===== config.mk =====
export PLATFORM = sky130hd
export DESIGN_NAME = uebc_top
export DESIGN_NICKNAME = d
export VERILOG_FILES = /design/src/rtl/uebc_pkg.sv /design/src/rtl/uebc_top.sv
export SDC_FILE = /design/constraint.sdc
export NUM_CORES = 2
export LEC_CHECK = 0
export BUFFER_PORTS_ARGS = -buffer_cell sky130_fd_sc_hd__buf_4
export CAP_MARGIN = 20
export CORE_MARGIN = 5
export CORE_UTILIZATION = 55
export DETAILED_ROUTE_END_ITERATION = 12
export PLACE_DENSITY = 0.72
export SETUP_SLACK_MARGIN = 0.02
export SLEW_MARGIN = 10
export SYNTH_ARGS = -nofsm -noshare
export SYNTH_HDL_FRONTEND = slang
export SYNTH_SLANG_ARGS = --single-unit

===== constraint.sdc =====
create_clock -name clk -period 14.8 [get_ports clk]
set_input_delay 2.96 -clock clk [delete_from_list [all_inputs] [get_ports clk]]
set_output_delay 2.96 -clock clk [all_outputs]
set_load 0.01 [all_outputs]

===== src/rtl/uebc_pkg.sv =====
// Package: register map, field positions and timing for the endpoint bank controller
package uebc_pkg;
	localparam logic [7:0] A_DEV_CTRL  = 8'h00;
	localparam logic [7:0] A_DEV_FLAGS = 8'h04;
	localparam logic [7:0] A_DEV_EN    = 8'h08;
	localparam logic [7:0] A_FRAME_ERR = 8'h0C;
	localparam logic [7:0] A_EP_CFG    = 8'h10;
	localparam logic [7:0] A_EP_FLAGS  = 8'h14;
	localparam logic [7:0] A_EP_EN     = 8'h18;
	localparam logic [7:0] A_EP_DATA   = 8'h1C;
	localparam logic [7:0] A_EP_COUNT  = 8'h20;
	// usb_device_control fields
	localparam int CTL_DETACH = 0;
	localparam int CTL_WAKEUP = 1;
	localparam int CTL_CPU_RST = 2;
	localparam logic [7:0] DEV_CTRL_RST = 8'h01;
	// usb_device_interrupt_flags fields
	localparam int DEV_SUSP  = 0;
	localparam int DEV_SOF   = 2;
	localparam int DEV_UPRSM = 6;
	localparam logic [7:0] DEV_MASK = 8'h45;
	localparam int FNC_BIT = 4;
	// Endpoint configuration
	localparam int CFG_DIR_IN = 0;
	localparam int CFG_DUAL   = 1;
	localparam int CFG_ISO    = 2;
	// Endpoint flag and control fields
	localparam int EPF_IN    = 0;
	localparam int EPF_STALL = 1;
	localparam int EPF_OUT   = 2;
	localparam int EPF_NAKO  = 3;
	localparam int EPF_NAKI  = 4;
	localparam int EPF_OVF   = 5;
	localparam int EPF_UNDER = 6;
	localparam int EPS_ACCESS = 7;
	localparam int EPS_BANK   = 8;
	localparam int EPS_KILL   = 9;
	// Timing
	localparam int CLK_MHZ = 250;
	localparam int SUSPEND_IDLE_US = 3000;
	localparam int SUSPEND_CYCLES = SUSPEND_IDLE_US * CLK_MHZ;
	localparam int BANK_BYTES = 64;
endpackage : uebc_pkg


===== src/rtl/uebc_top.sv =====
// Endpoint bank controller with device control, APB registers and checks
//
// The address map and register access over APB were left to the implementer.
`timescale 1ns/1ns
module uebc_top #(
	parameter int BANK_BYTES  = uebc_pkg::BANK_BYTES,
	parameter int IDLE_CYCLES = uebc_pkg::SUSPEND_CYCLES
) (
	input  wire logic        clk,
	input  wire logic        srst,
	input  wire logic        psel,
	input  wire logic        penable,
	input  wire logic        pwrite,
	input  wire logic [31:0] paddr,
	input  wire logic [31:0] pwdata,
	output logic             pready,
	output logic [31:0]      prdata,
	output logic             pslverr,
	input  wire logic        usb_enable,
	input  wire logic        bus_idle,
	input  wire logic        bus_reset,
	input  wire logic        sof_rx,
	input  wire logic        sof_crc_err,
	input  wire logic        in_token,
	input  wire logic        rx_start,
	input  wire logic        rx_valid,
	input  wire logic [7:0]  rx_byte,
	input  wire logic        rx_end,
	input  wire logic        rx_crc_err,
	input  wire logic        resume_done,
	output logic             tx_valid,
	output logic [7:0]       tx_byte,
	output logic             tx_last,
	output logic             out_ack,
	output logic             tx_nak,
	output logic             resume_start,
	output logic             cpu_reset,
	output logic             pullup_en,
	output logic             endpoint_irq,
	output logic             device_irq
);
	localparam int CW = $clog2(BANK_BYTES + 1);
	localparam int AW = $clog2(BANK_BYTES);
	localparam int IW = $clog2(IDLE_CYCLES + 1);
	localparam logic [CW-1:0] BANK = CW'(BANK_BYTES);
	localparam logic [IW-1:0] IDLE_END = IW'(IDLE_CYCLES - 1);

	typedef struct packed {
		logic [1:0]         full;
		logic [1:0][CW-1:0] cnt;
		logic               cpu_bank;
		logic               usb_bank;
		logic [CW-1:0]      cpu_ptr;
		logic               avail;
		logic               rx_ok;
		logic               rx_ovf;
		logic [CW-1:0]      rx_cnt;
		logic               sending;
		logic [CW-1:0]      tx_idx;
		logic [6:0]         epf;
		logic [6:0]         epe;
		logic [2:0]         cfg;
		logic [7:0]         ctrl;
		logic [7:0]         devf;
		logic [7:0]         deve;
		logic               frame_crc_error;
		logic [IW-1:0]      idle_cnt;
		logic               pready;
		logic [31:0]        prdata;
		logic               pslverr;
		logic               tx_valid;
		logic [7:0]         tx_byte;
		logic               tx_last;
		logic               out_ack;
		logic               tx_nak;
		logic               resume_start;
		logic               cpu_reset;
		logic               pullup_en;
		logic               endpoint_irq;
		logic               device_irq;
	} uebc_state_t;

	uebc_state_t s;
	uebc_state_t n;
	logic [7:0]  mem [2][BANK_BYTES];
	logic        mem_we;
	logic        mem_bank;
	logic [AW-1:0] mem_addr;
	logic [7:0]  mem_wdata;
	logic        switched;
	logic        acc;
	logic        in_mode;
	logic        dual;
	logic        iso;
	logic        prev_bank;
	logic        access_ok;

	assign acc       = psel && penable && s.pready;
	assign in_mode   = s.cfg[uebc_pkg::CFG_DIR_IN];
	assign dual      = s.cfg[uebc_pkg::CFG_DUAL];
	assign iso       = s.cfg[uebc_pkg::CFG_ISO];
	assign prev_bank = s.cpu_bank ^ dual;
	assign access_ok = s.avail && (in_mode ? (s.cpu_ptr < BANK)
		: (s.cpu_ptr < s.cnt[s.cpu_bank]));

	always_comb begin
		n = s;
		n.out_ack = 1'b0;
		n.tx_nak = 1'b0;
		n.resume_start = 1'b0;
		n.cpu_reset = 1'b0;
		n.tx_valid = 1'b0;
		n.tx_last = 1'b0;
		n.pready = 1'b0;
		n.pslverr = 1'b0;
		mem_we = 1'b0;
		mem_bank = s.usb_bank;
		mem_addr = s.rx_cnt[AW-1:0];
		mem_wdata = rx_byte;
		switched = 1'b0;
		// Software side: clears are applied first so that hardware events below win
		if (acc && pwrite) begin
			case (paddr[7:0])
				uebc_pkg::A_DEV_CTRL: begin
					n.ctrl[uebc_pkg::CTL_CPU_RST] = pwdata[uebc_pkg::CTL_CPU_RST];
					n.ctrl[uebc_pkg::CTL_DETACH] = pwdata[uebc_pkg::CTL_DETACH];
					n.resume_start = pwdata[uebc_pkg::CTL_WAKEUP];
				end
				uebc_pkg::A_DEV_FLAGS: n.devf = s.devf & pwdata[7:0];
				uebc_pkg::A_DEV_EN: n.deve = pwdata[7:0] & uebc_pkg::DEV_MASK;
				uebc_pkg::A_FRAME_ERR: n.frame_crc_error = s.frame_crc_error & pwdata[uebc_pkg::FNC_BIT];
				uebc_pkg::A_EP_CFG: n.cfg = pwdata[2:0];
				uebc_pkg::A_EP_EN: n.epe = pwdata[6:0];
				uebc_pkg::A_EP_FLAGS: begin
					n.epf = s.epf & pwdata[6:0];
					if (s.avail && !pwdata[uebc_pkg::EPS_BANK]) begin
						n.full[s.cpu_bank] = in_mode;
						if (in_mode) begin
							n.cnt[s.cpu_bank] = s.cpu_ptr;
						end
						n.cpu_bank = s.cpu_bank ^ dual;
						n.cpu_ptr = '0;
						switched = 1'b1;
					end
					// A bank already on the wire cannot be recalled
					if (in_mode && pwdata[uebc_pkg::EPS_KILL] && s.full[prev_bank]
						&& !(s.sending && prev_bank == s.usb_bank)) begin
						n.full[prev_bank] = 1'b0;
					end
				end
				uebc_pkg::A_EP_DATA: begin
					if (in_mode && s.avail && s.cpu_ptr < BANK) begin
						mem_we = 1'b1;
						mem_bank = s.cpu_bank;
						mem_addr = s.cpu_ptr[AW-1:0];
						mem_wdata = pwdata[7:0];
						n.cpu_ptr = s.cpu_ptr + 1'b1;
					end
				end
				default: ;
			endcase
		end
		if (acc && !pwrite && paddr[7:0] == uebc_pkg::A_EP_DATA && !in_mode
			&& s.cpu_ptr < s.cnt[s.cpu_bank]) begin
			n.cpu_ptr = s.cpu_ptr + 1'b1;
		end
		// OUT packet reception
		if (rx_start) begin
			n.rx_ok = !s.full[s.usb_bank] && !in_mode;
			n.rx_cnt = '0;
			n.rx_ovf = 1'b0;
		end else if (rx_valid && s.rx_ok) begin
			if (s.rx_cnt < BANK) begin
				mem_we = 1'b1;
				n.rx_cnt = s.rx_cnt + 1'b1;
			end else begin
				n.rx_ovf = 1'b1;
			end
		end
		if (rx_end) begin
			if (s.rx_ok && !(rx_crc_err && !iso)) begin
				n.full[s.usb_bank] = 1'b1;
				n.cnt[s.usb_bank] = s.rx_cnt;
				n.usb_bank = s.usb_bank ^ dual;
				n.out_ack = 1'b1;
				if (s.rx_ovf) begin
					n.epf[uebc_pkg::EPF_OVF] = 1'b1;
				end
				if (rx_crc_err) begin
					n.epf[uebc_pkg::EPF_STALL] = 1'b1;
				end
			end else if (!s.rx_ok && !iso && !in_mode) begin
				n.tx_nak = 1'b1;
				n.epf[uebc_pkg::EPF_NAKO] = 1'b1;
			end
			// Isochronous packets with no free bank fall through unstored
			n.rx_ok = 1'b0;
		end
		// IN packet transmission
		if (in_token && in_mode && !s.sending) begin
			if (s.full[s.usb_bank]) begin
				n.sending = 1'b1;
				n.tx_idx = '0;
			end else if (iso) begin
				n.epf[uebc_pkg::EPF_UNDER] = 1'b1;
			end else begin
				n.tx_nak = 1'b1;
				n.epf[uebc_pkg::EPF_NAKI] = 1'b1;
			end
		end
		if (s.sending) begin
			n.tx_valid = s.cnt[s.usb_bank] != '0;
			n.tx_byte = mem[s.usb_bank][s.tx_idx[AW-1:0]];
			n.tx_idx = s.tx_idx + 1'b1;
			if (s.cnt[s.usb_bank] == '0 || n.tx_idx == s.cnt[s.usb_bank]) begin
				n.tx_last = 1'b1;
				n.sending = 1'b0;
				n.full[s.usb_bank] = 1'b0;
				n.usb_bank = s.usb_bank ^ dual;
			end
		end
		// Device level events
		if (sof_rx) begin
			n.devf[uebc_pkg::DEV_SOF] = 1'b1;
			if (sof_crc_err) begin
				n.frame_crc_error = 1'b1;
			end
		end
		if (bus_idle) begin
			if (s.idle_cnt < IW'(IDLE_CYCLES)) begin
				n.idle_cnt = s.idle_cnt + 1'b1;
			end
			if (s.idle_cnt == IDLE_END) begin
				n.devf[uebc_pkg::DEV_SUSP] = 1'b1;
			end
		end else begin
			n.idle_cnt = '0;
		end
		if (resume_done) begin
			n.devf[uebc_pkg::DEV_UPRSM] = 1'b1;
		end
		if (bus_reset && s.ctrl[uebc_pkg::CTL_CPU_RST]) begin
			n.cpu_reset = 1'b1;
		end
		if (!usb_enable) begin
			n.ctrl[uebc_pkg::CTL_CPU_RST] = 1'b0;
		end
		// Ready flags follow the current bank; a switch onto a ready bank counts as new
		n.avail = in_mode ? !n.full[n.cpu_bank] : n.full[n.cpu_bank];
		if (n.avail && (!s.avail || switched)) begin
			if (in_mode) begin
				n.epf[uebc_pkg::EPF_IN] = 1'b1;
			end else begin
				n.epf[uebc_pkg::EPF_OUT] = 1'b1;
			end
		end
		n.pullup_en = !n.ctrl[uebc_pkg::CTL_DETACH];
		n.endpoint_irq = |(n.epf & n.epe);
		n.device_irq = |(n.devf & n.deve);
		// One wait state keeps every read value registered
		if (psel && penable && !s.pready) begin
			n.pready = 1'b1;
			n.prdata = '0;
			case (paddr[7:0])
				uebc_pkg::A_DEV_CTRL: n.prdata = 32'(s.ctrl);
				uebc_pkg::A_DEV_FLAGS: n.prdata = 32'(s.devf);
				uebc_pkg::A_DEV_EN: n.prdata = 32'(s.deve);
				uebc_pkg::A_FRAME_ERR: n.prdata = 32'(s.frame_crc_error) << uebc_pkg::FNC_BIT;
				uebc_pkg::A_EP_CFG: n.prdata = 32'(s.cfg);
				uebc_pkg::A_EP_FLAGS: n.prdata = 32'({s.avail, access_ok, s.epf});
				uebc_pkg::A_EP_EN: n.prdata = 32'(s.epe);
				uebc_pkg::A_EP_DATA: n.prdata = 32'(mem[s.cpu_bank][s.cpu_ptr[AW-1:0]]);
				uebc_pkg::A_EP_COUNT: n.prdata = in_mode ? 32'(s.cpu_ptr)
					: 32'(s.cnt[s.cpu_bank]);
				default: n.pslverr = 1'b1;
			endcase
		end
		if (srst) begin
			n = '0;
			n.ctrl = uebc_pkg::DEV_CTRL_RST;
		end
	end

	always_ff @(posedge clk) begin
		s <= n;
	end

	// Bank storage carries no reset; the counts gate tx_valid and the read pointer, but A_EP_DATA reads return it unchecked
	always_ff @(posedge clk) begin
		if (mem_we) begin
			mem[mem_bank][mem_addr] <= mem_wdata;
		end
	end

	assign pready       = s.pready;
	assign prdata       = s.prdata;
	assign pslverr      = s.pslverr;
	assign tx_valid     = s.tx_valid;
	assign tx_byte      = s.tx_byte;
	assign tx_last      = s.tx_last;
	assign out_ack      = s.out_ack;
	assign tx_nak       = s.tx_nak;
	assign resume_start = s.resume_start;
	assign cpu_reset    = s.cpu_reset;
	assign pullup_en    = s.pullup_en;
	assign endpoint_irq = s.endpoint_irq;
	assign device_irq   = s.device_irq;

	logic wr_ctrl;
	logic bank_free_wr;
	assign wr_ctrl = acc && pwrite && paddr[7:0] == uebc_pkg::A_DEV_CTRL;
	assign bank_free_wr = acc && pwrite && paddr[7:0] == uebc_pkg::A_EP_FLAGS
		&& s.avail && !pwdata[uebc_pkg::EPS_BANK];
endmodule : uebc_top


==> run summary <==
max-slew violation count - 0
RSZ-0062 raised after global routing - false
clock share of power - 46.1%
sequential group share of total power - 52.4%
setup_tns - 0 ns
Max-Cap Viols - 0
Post-DRT Antenna Nets - 0
Final setup viols - 0
Core Util, Final - 61.11%
worst slew pin tran - 1.144 ns
CP endpoint kind - flip-flop
TritonCTS clock tree - done
# rows - 115
final wirelength - 164700 µm
GPL Wtd Cong - 1.011
endpoints failing hold - 0
fmax - 0.1431 GHz
fin nets - 3383
fin crit period - 6.986 ns
crit start category - input port
Remaining DRCs - 0
crit-path max FO - 16
Iter 0 DRT Violations - 5480
die area - 106200 µm²
CTS buffer count - 113
Final Cycle Share - 47.20%
worst reg2reg path endpoint - prdata[2]$_SDFFE_PP0P_
Switching Power - 1.339 mW
vias in the first global route - 33847
synth warn - 0
Async S/R FF share, synth - 0%
CTS root buffer - clkbuf_16
clk_lat worst skew - 0.72 ns
VDD IR-drop max - 0.1001 mV
Hold Crit Class - reg -> reg
Hold Startpoint - tx_byte[3]$_SDFFE_PP0P_
syn_area_per_cell - 16.60 µm²
flops & latches, synth - 1151
CTS Sinks - 1151
CP Capture Point - mem[1][148]$_DFFE_PP_
PwrDens - 111.9 nW/µm²
Primary FF master, synth - edfxtp_1
WL/cell - 35.25 µm
port bufs - 69
Post-synth EDFFs - 1024
clock slew at reported path FFs - 0.07 ns
Clock Skews - 0.02723 ns
total number of vias - 34266
post-synthesis cell area - 54890 µm²
Global Route Usage Sum - 30.60%
global route overflow - 0
layout cells sized above 1 - 25.92%
post-synthesis cell type count - 88
WHS - 0.4690 ns
Slew headroom - 21.75%
initial core utilization - 55.61%
RR Startpoint - s[139]$_SDFF_PP0_
cts repair resizes - 0
leak pwr - 18.04 nW
status - finished, final reports clean
cts hold-fix bufs - 0
Sw Ratio - 19.84%
WP data required - 15.11 ns
largest net degree at the start of global routing - 122
Cells after Synth - 3307
post-DR vias/cell - 7.333
part of the power in combinational logic - 1.5%
Pre-antenna DRT Iters - 8
Int Pwr - 5.409 mW
Setup CP Type - in -> reg
worst-case reg-to-reg path depth - 8
# IOs - 139
sequential share of the synthesized area - 60.66%
area delta synth->final - 9.905%
die width - 325.9 µm
Post-DP HPWL - 106800 µm
CP Launch Point - paddr[1]
post-CTS setup buffers - 0
R2R Setup Slk - 9.84 ns
CTS max path bufs - 3
global-route wire length before repair - 237700 µm
Critical Path AT - 7.30 ns
Die Span Y - 325.9 µm
Core Footprint - 98710 µm²
H-tree depth - 3
initial antenna violation count - 4
[how the worst min path moves through the flow]
| stage | end | slack, ns | depth (start not counted) |
|---|---|---|---|
| after floorplan | tx_byte[0]$_SDFFE_PP0P_ | 0.43 | 2 |
| after CTS | tx_byte[2]$_SDFFE_PP0P_ | 0.46 | 2 |
| after detailed placement | tx_byte[2]$_SDFFE_PP0P_ | 0.45 | 2 |
| final | tx_byte[3]$_SDFFE_PP0P_ | 0.47 | 2 |
| after global placement | tx_byte[2]$_SDFFE_PP0P_ | 0.45 | 2 |
| after global routing | s[71]$_SDFF_PP0_ | 0.48 | 2 |
[worst max-delay path, stage by stage]
cell and delay, ns:
buf_4 0.12, nor4_2 0.54, nand2_1 0.36, nor3_2 0.51
buf_4 0.34, mux2i_1 0.47, nand3_1 0.90, nor2_1 1.07
[final cells by class]
type	count	area, µm²
multi-input combinational	1852	20140
sequential	1151	33310
clock inverter	76	1021
clock buffer	137	2992
timing repair buffer	138	1126
antenna	3	7.507
inverter	29	108.9
fill	6947	38380
tap	1287	1610
[placed cells by master (no fill, tap or decap), types with 24 or more instances in the layout]
cell type	count
edfxtp_1	1024
mux4_2	513
nor2_1	259
mux2i_1	152
buf_4	132
nand2_1	120
dfxtp_1	120
clkbuf_16	115
a21oi_1	99
a22oi_1	85
nor3_1	48
nand3_1	44
o21ai_0	40
o221ai_1	32
inv_1	26
a211oi_1	26
bufinv_16	24
[cells in the mapped netlist, drive strengths merged, types with 8 or more instances]
cell | count | area (µm²)
a22o | 13 | 113.9
clkbuf | 138 | 518.0
o221ai | 32 | 280.3
nand4 | 21 | 131.4
xor2 | 17 | 148.9
nor2 | 261 | 982.2
a221oi | 11 | 96.34
nand2 | 127 | 476.7
or2 | 14 | 87.58
or3 | 19 | 118.9
and2 | 13 | 81.33
a2111oi | 14 | 122.6
dfxtp | 127 | 2542
a22oi | 85 | 638.1
o31ai | 13 | 130.1
nor2b | 25 | 156.4
mux2i | 152 | 1521
a211oi | 26 | 195.2
mux4 | 513 | 11550
inv | 28 | 105.1
o2111ai | 9 | 78.83
or4 | 8 | 63.81
o22ai | 21 | 131.4
nand3 | 45 | 225.2
ha | 10 | 125.1
o21a | 9 | 67.56
o21ai | 59 | 299.0
a21oi | 99 | 495.5
nor4 | 13 | 93.84
xnor2 | 14 | 122.6
nand2b | 16 | 100.1
and3 | 11 | 68.82
buf | 159 | 993.5
a31oi | 19 | 118.9
edfxtp | 1024 | 30750
nor3 | 51 | 276.5
[cell families after synthesis]
kind of cell               count (synthesis)  share of synthesized area [%]
xor gates and xnor gates                  35                         0.6611
adders and majority gates                 10                         0.2280
muxes                                    672                          23.97
DFF                                     1151                          60.66
and+or+nand+nor                          641                          5.480
AOI/OAI and AO/OA                        471                          6.050
buffers and inverters                    326                          2.952
other                                      1                       0.006832
[power by group through the flow]
stage / sequential, mW / combinational, mW / clock, mW
2_1_floorplan: 3.61 / 0.0510 / 0
3_3_place_gp: 3.61 / 0.0947 / 0
3_5_place_dp: 3.61 / 0.101 / 0
4_1_cts: 3.54 / 0.101 / 3.13
5_1_grt: 3.53 / 0.108 / 3.27
6_report: 3.54 / 0.104 / 3.11
[stage by stage]
stage | std cells | total power, mW | setup slack (ns) | cell area, µm²
global route | 4670 | 6.912 | 7.709 | 60320
finish | 4673 | 6.748 | 7.814 | 60320
CTS | 4668 | 6.765 | 7.860 | 60280
global placement | 4454 | 3.700 | 7.223 | 56240
detailed placement | 4455 | 3.706 | 7.129 | 56260
floorplan | 3329 | 3.664 | 4.170 | 54970
[state kept, by name, indices dropped and copies added (netlist names)]
signal and cells:
s 96, pullup_en 1, tx_byte 8, iso 1, tx_valid 1, pready 1, cpu_reset 1, prdata 9
in_mode 1, out_ack 1, tx_nak 1, resume_start 1, device_irq 1, dual 1, pslverr 1, tx_last 1
endpoint_irq 1, mem 1024
[per-layer routing]
layer  share of wire (%)  wire length (µm)  up-vias  global-route usage, %
met5              0.0042                 7        -                      0
met4                 5.6              9248        2                  13.54
met3                  13             22210      475                  8.665
met2                  45             74920     2649                  46.36
met1                  35             58350    17557                  42.06
li1                    -                 -    13583                      -
Power figures use the tool's default switching activity.
